$ cat config.mk
export PLATFORM = sky130hd
export DESIGN_NAME = motor_driver_status_upper
export DESIGN_NICKNAME = d
export VERILOG_FILES = /design/src/motor_status_pkg.sv /design/src/motor_driver_status_upper.sv /design/src/standstill_timer.sv
export VERILOG_INCLUDE_DIRS = /design/src
export SDC_FILE = /design/constraint.sdc
export NUM_CORES = 1
export LEC_CHECK = 0
export ABC_AREA = 1
export BUFFER_PORTS_ARGS = -buffer_cell sky130_fd_sc_hd__buf_2
export CAP_MARGIN = 20
export CORE_MARGIN = 2
export CORE_UTILIZATION = 25
export CTS_CLUSTER_DIAMETER = 80
export CTS_CLUSTER_SIZE = 14
export DETAILED_ROUTE_END_ITERATION = 16
export SLEW_MARGIN = 0
export SYNTH_ARGS = -nofsm -noshare
export SYNTH_HDL_FRONTEND = slang
export SYNTH_SLANG_ARGS = --single-unit
$ cat constraint.sdc
create_clock -name SYS_CLK -period 2.7 [get_ports SYS_CLK]
set_input_delay 0.27 -clock SYS_CLK [delete_from_list [all_inputs] [get_ports SYS_CLK]]
set_output_delay 0.27 -clock SYS_CLK [all_outputs]
set_load 0.02 [all_outputs]
$ cat src/motor_status_params.svh
`ifndef MOTOR_STATUS_PARAMS_SVH
`define MOTOR_STATUS_PARAMS_SVH

// ----------------------------------------------------------------
// Register byte addresses
// ----------------------------------------------------------------
`define ADDR_STATUS      12'h000
`define ADDR_CTRL        12'h004
`define ADDR_IRQ_STATUS  12'h008
`define ADDR_IRQ_MASK    12'h00C

// ----------------------------------------------------------------
// Status word field positions
// ----------------------------------------------------------------
`define BIT_STANDSTILL   31
`define BIT_OPEN_B       30
`define BIT_OPEN_A       29
`define BIT_SHORT_B      28
`define BIT_SHORT_A      27
`define BIT_OT_WARN      26
`define BIT_OT_LIMIT     25
`define BIT_STALL        24
`define CS_MSB           20
`define CS_LSB           16
`define BIT_FULL_STEP    15
`define LOAD_MSB         9
`define LOAD_LSB         0

// ----------------------------------------------------------------
// Control register fields and reset value
// ----------------------------------------------------------------
`define OFF_TIME_MSB     3
`define OFF_TIME_LSB     0
`define BIT_AUTO_COMM    4
`define CTRL_RESET       5'h03

// ----------------------------------------------------------------
// Interrupt event positions
// ----------------------------------------------------------------
`define EV_STANDSTILL    0
`define EV_SHORT         1
`define EV_OT_WARN       2
`define EV_OT_LIMIT      3
`define EV_STALL         4
`define IRQ_RESET        5'h00

// ----------------------------------------------------------------
// Timing: step-free clocks before standstill
// ----------------------------------------------------------------
`define STANDSTILL_CYCLES 1048576

`endif

$ cat src/motor_status_pkg.sv
package motor_status_pkg;

  // One-hot register select
  typedef enum logic [4:0] {
    SEL_STATUS     = 5'b00001,
    SEL_CTRL       = 5'b00010,
    SEL_IRQ_STATUS = 5'b00100,
    SEL_IRQ_MASK   = 5'b01000,
    SEL_NONE       = 5'b10000
  } reg_sel_t;

  typedef logic [4:0] irq_vec_t;
  typedef logic [4:0] cs_t;
  typedef logic [9:0] load_t;

endpackage : motor_status_pkg

$ cat src/motor_driver_status_upper.sv
// Chosen here: the placing of the registers and the APB register port.
`timescale 1ns/1ps
`include "motor_status_params.svh"

module motor_driver_status_upper
  import motor_status_pkg::*;
#(
  parameter int STANDSTILL_CYCLES = `STANDSTILL_CYCLES
) (
  // Clock and reset
  input  wire logic                    SYS_CLK,
  input  wire logic                    NRST,
  // APB slave
  input  wire logic                    PSEL,
  input  wire logic                    PENABLE,
  input  wire logic                    PWRITE,
  input  wire logic [11:0]             PADDR,
  input  wire logic [31:0]             PWDATA,
  output logic      [31:0]             PRDATA,
  output logic                         PREADY,
  output logic                         PSLVERR,
  // Pins from the power stage
  input  wire logic                    STEP_PULSE,
  input  wire logic                    DRIVER_ENABLE_N,
  input  wire logic                    OPEN_LOAD_A,
  input  wire logic                    OPEN_LOAD_B,
  input  wire logic                    SHORT_DET_A,
  input  wire logic                    SHORT_DET_B,
  input  wire logic                    OT_WARN_DET,
  input  wire logic                    OT_LIMIT_DET,
  // Same-clock chopper logic
  input  wire motor_status_pkg::load_t LOAD_MEASUREMENT_RESULT,
  input  wire motor_status_pkg::cs_t   CURRENT_SCALE,
  input  wire logic                    FULL_STEP_ACTIVE,
  input  wire logic                    COMMUTATION_STALL,
  // Driver control and interrupt
  output logic                         POWER_DRIVER_EN,
  output logic                         IRQ
);

  import motor_status_pkg::*;

  // ----------------------------------------------------------------
  // Pin synchronisers
  // ----------------------------------------------------------------
  logic [7:0] pin_meta;
  logic [7:0] pin_sync;
  logic       step_prev;
  logic       step_seen;
  logic       open_a;
  logic       open_b;
  logic       det_a;
  logic       det_b;
  logic       ot_warn;
  logic       ot_limit;
  logic       enable_pin_n;

  // Two stages before any logic looks at a pin
  always_ff @(posedge SYS_CLK)
  begin
    if (!NRST)
    begin
      pin_meta <= 8'h02;
      pin_sync <= 8'h02;
    end
    else
    begin
      pin_meta <= {OT_LIMIT_DET, OT_WARN_DET, SHORT_DET_B, SHORT_DET_A,
                   OPEN_LOAD_B, OPEN_LOAD_A, DRIVER_ENABLE_N, STEP_PULSE};
      pin_sync <= pin_meta;
    end
  end

  assign enable_pin_n = pin_sync[1];
  assign open_a       = pin_sync[2];
  assign open_b       = pin_sync[3];
  assign det_a        = pin_sync[4];
  assign det_b        = pin_sync[5];
  assign ot_warn      = pin_sync[6];
  assign ot_limit     = pin_sync[7];

  // Step edge detector on the synchronised pin
  always_ff @(posedge SYS_CLK)
  begin
    if (!NRST)
      step_prev <= 1'b0;
    else
      step_prev <= pin_sync[0];
  end

  assign step_seen = pin_sync[0] && !step_prev;

  // ----------------------------------------------------------------
  // Standstill detection
  // ----------------------------------------------------------------
  logic standstill;

  standstill_timer #(
    .CYCLES     (STANDSTILL_CYCLES)
  ) u_standstill (
    .clk        (SYS_CLK),
    .nrst       (NRST),
    .step_seen  (step_seen),
    .standstill (standstill)
  );

  // ----------------------------------------------------------------
  // Control register
  // ----------------------------------------------------------------
  logic [4:0] ctrl;
  logic       sw_off;
  logic       auto_comm;
  logic       wr_en;
  logic       rd_setup;
  reg_sel_t   sel;

  assign wr_en     = PSEL && PENABLE && PREADY && PWRITE;
  assign rd_setup  = PSEL && !PENABLE;
  assign auto_comm = ctrl[`BIT_AUTO_COMM];

  // Zero off-time or a high enable pin turns the bridge off
  assign sw_off = (ctrl[`OFF_TIME_MSB:`OFF_TIME_LSB] == 4'h0) || enable_pin_n;

  always_ff @(posedge SYS_CLK)
  begin
    if (!NRST)
      ctrl <= `CTRL_RESET;
    else if (wr_en && sel == SEL_CTRL)
      ctrl <= PWDATA[4:0];
  end

  // ----------------------------------------------------------------
  // Short to ground latches
  // ----------------------------------------------------------------
  logic short_a;
  logic short_b;

  // A fresh detection beats a simultaneous clear
  always_ff @(posedge SYS_CLK)
  begin
    if (!NRST)
    begin
      short_a <= 1'b0;
      short_b <= 1'b0;
    end
    else
    begin
      short_a <= det_a || (short_a && !sw_off);
      short_b <= det_b || (short_b && !sw_off);
    end
  end

  // ----------------------------------------------------------------
  // Overtemperature lockout
  // ----------------------------------------------------------------
  logic ot_lock;

  // Held until the pre-warning also drops, giving hysteresis
  always_ff @(posedge SYS_CLK)
  begin
    if (!NRST)
      ot_lock <= 1'b0;
    else if (ot_limit)
      ot_lock <= 1'b1;
    else if (!ot_warn)
      ot_lock <= 1'b0;
  end

  // ----------------------------------------------------------------
  // Power stage enable
  // ----------------------------------------------------------------
  // Open load is deliberately absent here: it only informs
  always_ff @(posedge SYS_CLK)
  begin
    if (!NRST)
      POWER_DRIVER_EN <= 1'b0;
    else
      POWER_DRIVER_EN <= !(sw_off || short_a || short_b || ot_lock);
  end

  // ----------------------------------------------------------------
  // Sampled status fields
  // ----------------------------------------------------------------
  logic  stall;
  cs_t   cs_actual;
  logic  full_step;
  load_t load_result;

  always_ff @(posedge SYS_CLK)
  begin
    if (!NRST)
    begin
      stall       <= 1'b0;
      cs_actual   <= 5'h00;
      full_step   <= 1'b0;
      load_result <= 10'h000;
    end
    else
    begin
      stall       <= (LOAD_MEASUREMENT_RESULT == 10'h000) ||
                     (auto_comm && COMMUTATION_STALL);
      cs_actual   <= CURRENT_SCALE;
      full_step   <= FULL_STEP_ACTIVE;
      load_result <= LOAD_MEASUREMENT_RESULT;
    end
  end

  // ----------------------------------------------------------------
  // Status word assembly
  // ----------------------------------------------------------------
  logic [31:0] status_word;

  // Every bit not set below, reserved ones included, reads zero
  always_comb
  begin
    status_word                         = 32'h00000000;
    status_word[`BIT_STANDSTILL]        = standstill;
    status_word[`BIT_OPEN_B]            = open_b;
    status_word[`BIT_OPEN_A]            = open_a;
    status_word[`BIT_SHORT_B]           = short_b;
    status_word[`BIT_SHORT_A]           = short_a;
    status_word[`BIT_OT_WARN]           = ot_warn;
    status_word[`BIT_OT_LIMIT]          = ot_limit;
    status_word[`BIT_STALL]             = stall;
    status_word[`CS_MSB:`CS_LSB]        = cs_actual;
    status_word[`BIT_FULL_STEP]         = full_step;
    status_word[`LOAD_MSB:`LOAD_LSB]    = load_result;
  end

  // ----------------------------------------------------------------
  // Interrupt status and mask
  // ----------------------------------------------------------------
  irq_vec_t irq_status;
  irq_vec_t irq_mask;
  irq_vec_t events;
  irq_vec_t clr;
  logic     stand_prev;
  logic     short_prev;
  logic     warn_prev;
  logic     limit_prev;
  logic     stall_prev;

  // Rising edges of each condition
  always_ff @(posedge SYS_CLK)
  begin
    if (!NRST)
    begin
      stand_prev <= 1'b0;
      short_prev <= 1'b0;
      warn_prev  <= 1'b0;
      limit_prev <= 1'b0;
      stall_prev <= 1'b0;
    end
    else
    begin
      stand_prev <= standstill;
      short_prev <= short_a || short_b;
      warn_prev  <= ot_warn;
      limit_prev <= ot_limit;
      stall_prev <= stall;
    end
  end

  always_comb
  begin
    events                 = 5'h00;
    events[`EV_STANDSTILL] = standstill && !stand_prev;
    events[`EV_SHORT]      = (short_a || short_b) && !short_prev;
    events[`EV_OT_WARN]    = ot_warn && !warn_prev;
    events[`EV_OT_LIMIT]   = ot_limit && !limit_prev;
    events[`EV_STALL]      = stall && !stall_prev;
  end

  assign clr = (wr_en && sel == SEL_IRQ_STATUS) ? PWDATA[4:0] : 5'h00;

  // Write one to clear; a same-cycle event wins
  always_ff @(posedge SYS_CLK)
  begin
    if (!NRST)
      irq_status <= `IRQ_RESET;
    else
      irq_status <= events | (irq_status & ~clr);
  end

  always_ff @(posedge SYS_CLK)
  begin
    if (!NRST)
      irq_mask <= `IRQ_RESET;
    else if (wr_en && sel == SEL_IRQ_MASK)
      irq_mask <= PWDATA[4:0];
  end

  // Level output, one cycle behind the status bits
  always_ff @(posedge SYS_CLK)
  begin
    if (!NRST)
      IRQ <= 1'b0;
    else
      IRQ <= |(irq_status & irq_mask);
  end

  // ----------------------------------------------------------------
  // APB slave
  // ----------------------------------------------------------------
  // Address decode
  always_comb
  begin
    case (PADDR)
      `ADDR_STATUS:     sel = SEL_STATUS;
      `ADDR_CTRL:       sel = SEL_CTRL;
      `ADDR_IRQ_STATUS: sel = SEL_IRQ_STATUS;
      `ADDR_IRQ_MASK:   sel = SEL_IRQ_MASK;
      default:          sel = SEL_NONE;
    endcase
  end

  // Answer in the first access cycle; status is a read-only word
  always_ff @(posedge SYS_CLK)
  begin
    if (!NRST)
    begin
      PREADY  <= 1'b0;
      PSLVERR <= 1'b0;
      PRDATA  <= 32'h00000000;
    end
    else
    begin
      PREADY  <= rd_setup;
      PSLVERR <= rd_setup && (sel == SEL_NONE || (PWRITE && sel == SEL_STATUS));
      if (rd_setup && !PWRITE)
      begin
        case (sel)
          SEL_STATUS:     PRDATA <= status_word;
          SEL_CTRL:       PRDATA <= {27'h0000000, ctrl};
          SEL_IRQ_STATUS: PRDATA <= {27'h0000000, irq_status};
          SEL_IRQ_MASK:   PRDATA <= {27'h0000000, irq_mask};
          default:        PRDATA <= 32'h00000000;
        endcase
      end
      else
        PRDATA <= 32'h00000000;
    end
  end
endmodule : motor_driver_status_upper

$ cat src/standstill_timer.sv
`timescale 1ns/1ps
`include "motor_status_params.svh"

module standstill_timer #(
  parameter int CYCLES = `STANDSTILL_CYCLES
) (
  // Clock and reset
  input  wire logic clk,
  input  wire logic nrst,
  // Step activity and result
  input  wire logic step_seen,
  output logic      standstill
);

  localparam int CW = $clog2(CYCLES + 1);
  localparam logic [CW-1:0] LAST = CW'(CYCLES - 1);

  logic [CW-1:0] count;

  // ----------------------------------------------------------------
  // Idle counter
  // ----------------------------------------------------------------
  // Stops counting once the flag is set, so the flag holds until the next step
  always_ff @(posedge clk)
  begin
    if (!nrst)
    begin
      count      <= '0;
      standstill <= 1'b0;
    end
    else if (step_seen)
    begin
      count      <= '0;
      standstill <= 1'b0;
    end
    else if (!standstill)
    begin
      count      <= count + CW'(1);
      standstill <= (count == LAST);
    end
  end
endmodule : standstill_timer

==> results.json, run 1 <==
{
  "clockBufferDepth": 2,
  "finalClockSkew_ns": 0.00995,
  "htree_levels": 3,
  "hold_depth": 3,
  "grt_setup_unrepaired": "no",
  "synthArstFlopShare": 0,
  "drv_slew": 0,
  "die_h_um": 131,
  "ys_dominant_reg_cell": "dfxtp_1",
  "setup_viol": 0,
  "clk_pin_slew_ns": 0.07,
  "cts-hold-fix-buffers": 0,
  "worstSetupStartpointType": "register",
  "yosys_warnings": 0,
  "sw_frac_of_total": 0.222,
  "num_rows": 46,
  "fp.dieW_um": 131,
  "cts_root_buf": "clkbuf_16",
  "syn_area_um2": 4040,
  "power_frac_seq": 0.531,
  "synth-seq-cells": 107,
  "post-route-period-util": 0.579,
  "synth.area.mux_share": 0,
  "yosysSeqAreaShare": 0.530,
  "peakVddDrop_uv": 306,
  "design_power_total_mw": 3.06,
  "dieArea_um2": 17200,
  "grt_pass1_vias": 3041,
  "slew-limit-headroom": 0.615,
  "synth_adder_area_share": 0.00310,
  "cp-end-kind": "register",
  "clk_latency_ns": 0.35,
  "grtUsageTotal": 0.105,
  "crit_type": "reg -> reg",
  "critPathRequiredTime_ns": 2.92,
  "grt_use_met1": 0.133,
  "synth_cell_types": 37,
  "grt_first_pass_wirelength_um": 14600,
  "diodes": 0,
  "antenna_found_initial": 0,
  "p_leak_nw": 2.20,
  "hold_ws_ns": 0.0973,
  "wirelength_um": 8620,
  "hold_path.class": "in -> reg",
  "synth.avg_cell_area_um2": 7.83,
  "hpwlAfterDp_um": 6300,
  "drive_above_1_share": 0.201,
  "regArea_um2": 2140,
  "cts_inserted_buffers": 9,
  "grt_max_degree": 53,
  "fin_setup_tns_ns": 0,
  "ios": 110,
  "gp_congestion": 0.825,
  "postCtsSetupRepairBufs": 0,
  "drt-initial-drc-count": 167,
  "power_frac_comb": 0.045,
  "period_needed_ns": 1.56,
  "fmax_mhz": 639,
  "ff2ff_path_depth": 8,
  "final_nets": 664,
  "worstMarginPinSlew_ns": 0.576,
  "p_per_area_nw_per_um2": 627,
  "synthSimpleGateAreaFrac": 0.300,
  "wl_per_cell_um": 10.6,
  "fillerInstances": 1725,
  "core_um2": 15800,
  "switchingPower_uw": 679,
  "synth_cells": 516,
  "io_buffers": 74,
  "dr.pass1.iters": 4,
  "hold_viol": 0,
  "clock_sinks": 107,
  "syn_to_final_growth_pct": 20.8,
  "synth_edf_count": 0,
  "yosys.area_share.xor_xnor": 0.0130,
  "initial_core_util": 0.255,
  "use_met3": 0.0197,
  "multi_input_area_um2": 1540,
  "postRouteAntennaNets": 0,
  "overflow": 0,
  "via_per_inst": 4.00,
  "synth_compound_area_frac": 0.0570,
  "cts-resized-gates": 0,
  "cp_max_fo": 6,
  "outcome": "finished clean",
  "intPower_mw": 2.38,
  "dr_total_vias": 3239,
  "synth_top_family_by_area": "simple AND/OR/NAND/NOR gates",
  "worstPathArrival_ns": 1.78,
  "drc": 0,
  "clkPwrFrac": 0.424,
  "grt_use_met2": 0.172,
  "tritoncts": "done",
  "drv_cap": 0,
  "busiest_layer": "met2"
}
cells in the final DEF (no fill, tap or decap), types with 3 or more instances in the layout:
master     synthesis  final
nand4_1           15     15
nor2_1            64     64
dfxtp_1          107    107
o21ai_0           13     13
clkbuf_16          0      9
inv_1             62     62
nand2_1          123    123
nand3_1           27     27
xor2_1             3      3
nor2_2             4      4
a21oi_1           23     23
nor3_1            11     11
or2_2              7      7
xnor2_1            3      3
nand2_2            4      4
inv_2              5      5
conb_1             1      8
buf_2              3     74
sequential cells by signal, indices dropped and copies added (netlist names), 5 cells and up:
signal / flops
cs_actual: 5
irq_mask: 5
u_standstill.count: 21
pin_meta: 8
ctrl: 5
PRDATA: 24
irq_status: 5
pin_sync: 8
load_result: 10
power by group through the flow:
stage / Sequential (mW) / Clock [mW] / Combinational [mW]
final: 1.63 / 1.30 / 0.138
after global routing: 1.63 / 1.40 / 0.161
after CTS: 1.63 / 1.34 / 0.140
after detailed placement: 1.66 / 0 / 0.139
after global placement: 1.66 / 0 / 0.138
after floorplan: 1.66 / 0 / 0.0905
cell type report:
type,instances,area share
multi-input cells,327,0.315
well taps,216,0.0554
clock inverters,5,0.0123
flip-flops and latches,107,0.439
inverters,68,0.0526
repair buffers,76,0.0790
clock buffers,10,0.0469
through the flow:
stage | instances | cell area [µm²] | utilization | setup WS [ns]
CTS | 809 | 4880 | 0.308 | 1.13
detailed placement | 794 | 4590 | 0.290 | 0.897
floorplan | 523 | 4070 | - | 1.35
finish | 809 | 4880 | 0.308 | 1.14
global placement | 794 | 4590 | 0.290 | 0.898
global route | 809 | 4880 | 0.308 | 0.840
worst paths after layout:
kind,startpoint,end,slack (ns)
max,u_standstill.count[0],u_standstill.count[20],1.14
min,OPEN_LOAD_B,pin_meta[3],0.1
max reg2reg,u_standstill.count[0],u_standstill.count[20],1.14
min reg2reg,pin_meta[6],pin_sync[6],0.41
synthesized netlist by cell type, drive strengths merged (2+ instances only):
master	count	area (µm²)
a21oi	24	124
buf	16	113
clkbuf	5	18.8
dfxtp	107	2140
inv	67	251
nand2	128	498
nand3	29	155
nand4	15	93.8
nor2	70	288
nor3	13	87.6
nor4	2	12.5
o21ai	15	75.1
or2	8	50.1
xnor2	3	26.3
xor2	3	26.3
layer usage:
metal | share of wire | vias to the layer above
met3 | 0.039 | 12
li1 | - | 1739
met4 | 0.024 | 0
met5 | 0 | -
met1 | 0.48 | 1420
met2 | 0.46 | 68
critical path, cell delays in order, from the launching register on:
cell and delay (ns):
dfxtp_1 0.38, ha_1 0.19, nand2_1 0.08, nor2_1 0.13
nand3_1 0.21, nor2_1 0.24, nand3_1 0.09, nand2_1 0.06
a21oi_1 0.05
cells by family (layout without fill, tap and decap cells):
kind of cell / Yosys count / count (layout)
AOI/OAI and AO/OA: 43 / 43
other: 1 / 8
DFF: 107 / 107
and+or+nand+nor: 269 / 269
adders and majority gates: 1 / 1
buffers and inverters: 89 / 159
xor gates and xnor gates: 6 / 6
Power figures use the tool's default switching activity.
==> inputs of run 2 (changes only) <==
==> constraint.sdc (replaced) <==
create_clock -name SYS_CLK -period 1.27 [get_ports SYS_CLK]
set_input_delay 0.127 -clock SYS_CLK [delete_from_list [all_inputs] [get_ports SYS_CLK]]
set_output_delay 0.127 -clock SYS_CLK [all_outputs]
set_load 0.02 [all_outputs]
==> run 2 against run 1 <==
Net effect: the run now ends with setup timing left; global-route usage up 0.74 points; clock power is 110% higher; hold slack lost 0.062 ns; sequential share of layout area down 5.1 points; non-clock buffer count up 55; clock skew is 0.0025 ns lower; setup slack worse by 1.1 ns; critical path type unchanged; highest routed layer unchanged.
==> results.json, run 2 (synthesis gave the netlist of run 1 again) <==
{
  "ios": 110,
  "drv_cap": 0,
  "p_per_area_nw_per_um2": 1200,
  "slowest_stage": "dfxtp_2",
  "dieArea_um2": 17200,
  "setup_viol": 5,
  "io_buffers": 74,
  "fillerInstances": 1682,
  "worstPathArrival_ns": 1.50,
  "highest_layer": "met4",
  "clk_pin_slew_ns": 0.07,
  "dr_wl_met3_um": 395,
  "outcome": "finished, violations left",
  "crit_type": "reg -> reg",
  "drc": 0,
  "grt_setup_unrepaired": "yes",
  "critPathRequiredTime_ns": 1.49,
  "die_h_um": 131,
  "period_needed_ns": 1.28,
  "crit_chain": "buf_6, nand2_4, nor2_4, nand3b_1, nor2_4, nand2_1, nand2_1, a21oi_1",
  "diodes": 0,
  "wirelength_um": 9300,
  "fmax_mhz": 781,
  "hold_viol": 0,
  "grt_max_degree": 28,
  "via_per_inst": 4.05,
  "wl_per_cell_um": 10.8,
  "grt_first_pass_wirelength_um": 15700,
  "failed_checks": "setup timing",
  "cp-end-kind": "register",
  "fp.dieW_um": 131,
  "hold_path.class": "in -> reg",
  "fin_util": 0.349,
  "reg.largest.list": "PRDATA: 24 flops, u_standstill.count: 21 flops, load_result: 10 flops",
  "clk_latency_ns": 0.34,
  "tritoncts": "done",
  "fin_ws_ns": -0.0103,
  "layout_common_cells": "nand2_1, dfxtp_1, buf_2, inv_1, nor2_1",
  "cp_max_fo": 5,
  "final_common_cell": "nand2_1",
  "final_nets": 719,
  "dr.pass1.iters": 4,
  "cts_root_buf": "clkbuf_16",
  "finalClockSkew_ns": 0.00750,
  "post-route-period-util": 1.01,
  "clock_sinks": 107,
  "drive_above_1_share": 0.261,
  "gp_congestion": 0.837,
  "htree_levels": 3,
  "drv_slew": 0,
  "hpwlAfterDp_um": 6650,
  "drt-initial-drc-count": 216,
  "initial_core_util": 0.255,
  "overflow": 0,
  "worstSetupStartpointType": "register",
  "dr_total_vias": 3492,
  "peakVddDrop_uv": 605,
  "multi_input_area_um2": 1670,
  "wl_met2_um": 4440,
  "syn_to_final_growth_pct": 36.8,
  "cpPeakStageDelay_ns": 0.35,
  "postRouteAntennaNets": 0,
  "p_leak_nw": 2.50,
  "top_register": "PRDATA",
  "grtUsageTotal": 0.113,
  "regArea_um2": 2150,
  "largest_reg_flops": 24,
  "num_rows": 46,
  "antenna_found_initial": 0,
  "cts_inserted_buffers": 9,
  "clockBufferDepth": 2,
  "dp_slack_ns": -0.0953,
  "grt_pass1_vias": 3329,
  "drt-met1-wl_um": 4260,
  "core_um2": 15800
}
[run 2: cell count changes in the layout (fill, tap and decap cells not counted), sizes merged]
cell         change
clkbuf           -1
clkinv           +1
clkinvlp         -1
dlygate4sd3     +25
buf             +30
[run 2: per-stage QoR]
| stage | power [mW] | instance area, µm² | cells | hold WS (ns) | TNS [ns] |
|---|---|---|---|---|---|
| global route | 6.92 | 5530 | 863 | 0.0454 | -1.28 |
| global placement | 3.85 | 4840 | 821 | 0.313 | -0.443 |
| finish | 6.61 | 5530 | 863 | 0.0351 | -0.0287 |
| CTS | 6.71 | 5460 | 862 | 0.0116 | -0.168 |
| detailed placement | 3.85 | 4840 | 821 | 0.310 | -0.629 |
| floorplan | 3.72 | 4090 | 523 | 0.210 | -0.0285 |
[run 2: worst paths after layout]
check	endpoint	from	depth (start not counted)	slack [ns]
hold reg to reg	pin_sync[0]	pin_meta[0]	2	0.41
setup reg to reg	u_standstill.count[17]	u_standstill.count[1]	8	-0.01
hold / removal	ctrl[0]	PWDATA[0]	3	0.04
setup / recovery	u_standstill.count[17]	u_standstill.count[1]	8	-0.01
[run 2: repair_timing]
item,4_1_cts,5_1_grt
pin swaps,9,10
hold buffers,25,0
setup endpoints to repair,14,24
setup buffers,2,1
endpoints found under the hold margin,25,0
resized for setup,17,17
[run 2: area by class of cell]
cell class                      count  share of cell area
Sequential cell                   107               0.388
Multi-Input combinational cell    327               0.303
Timing Repair Buffer              131               0.162
Tap cell                          216              0.0489
Inverter                           68              0.0464
Clock buffer                        9              0.0407
Clock inverter                      5              0.0115
[run 2: power by group]
group	internal [mW]	switching (mW)	leakage, nW	total (mW)
sequential	3.43	0.0320	0.873	3.46
clock	1.53	1.23	0.144	2.76
combinational	0.182	0.213	1.49	0.395
[run 2: worst max-delay path, delay by kind of cell (launching register included)]
family | cells | cell delay, ns
DFF | 1 | 0.35
AOI/OAI and AO/OA | 1 | 0.06
buffers and inverters | 1 | 0.11
and+or+nand+nor | 6 | 0.63
[run 2: per-layer routing]
metal	track usage	up-vias
met5	0	-
met4	0.0574	0
met3	0.0177	12
met2	0.188	79
met1	0.141	1550
li1	-	1851
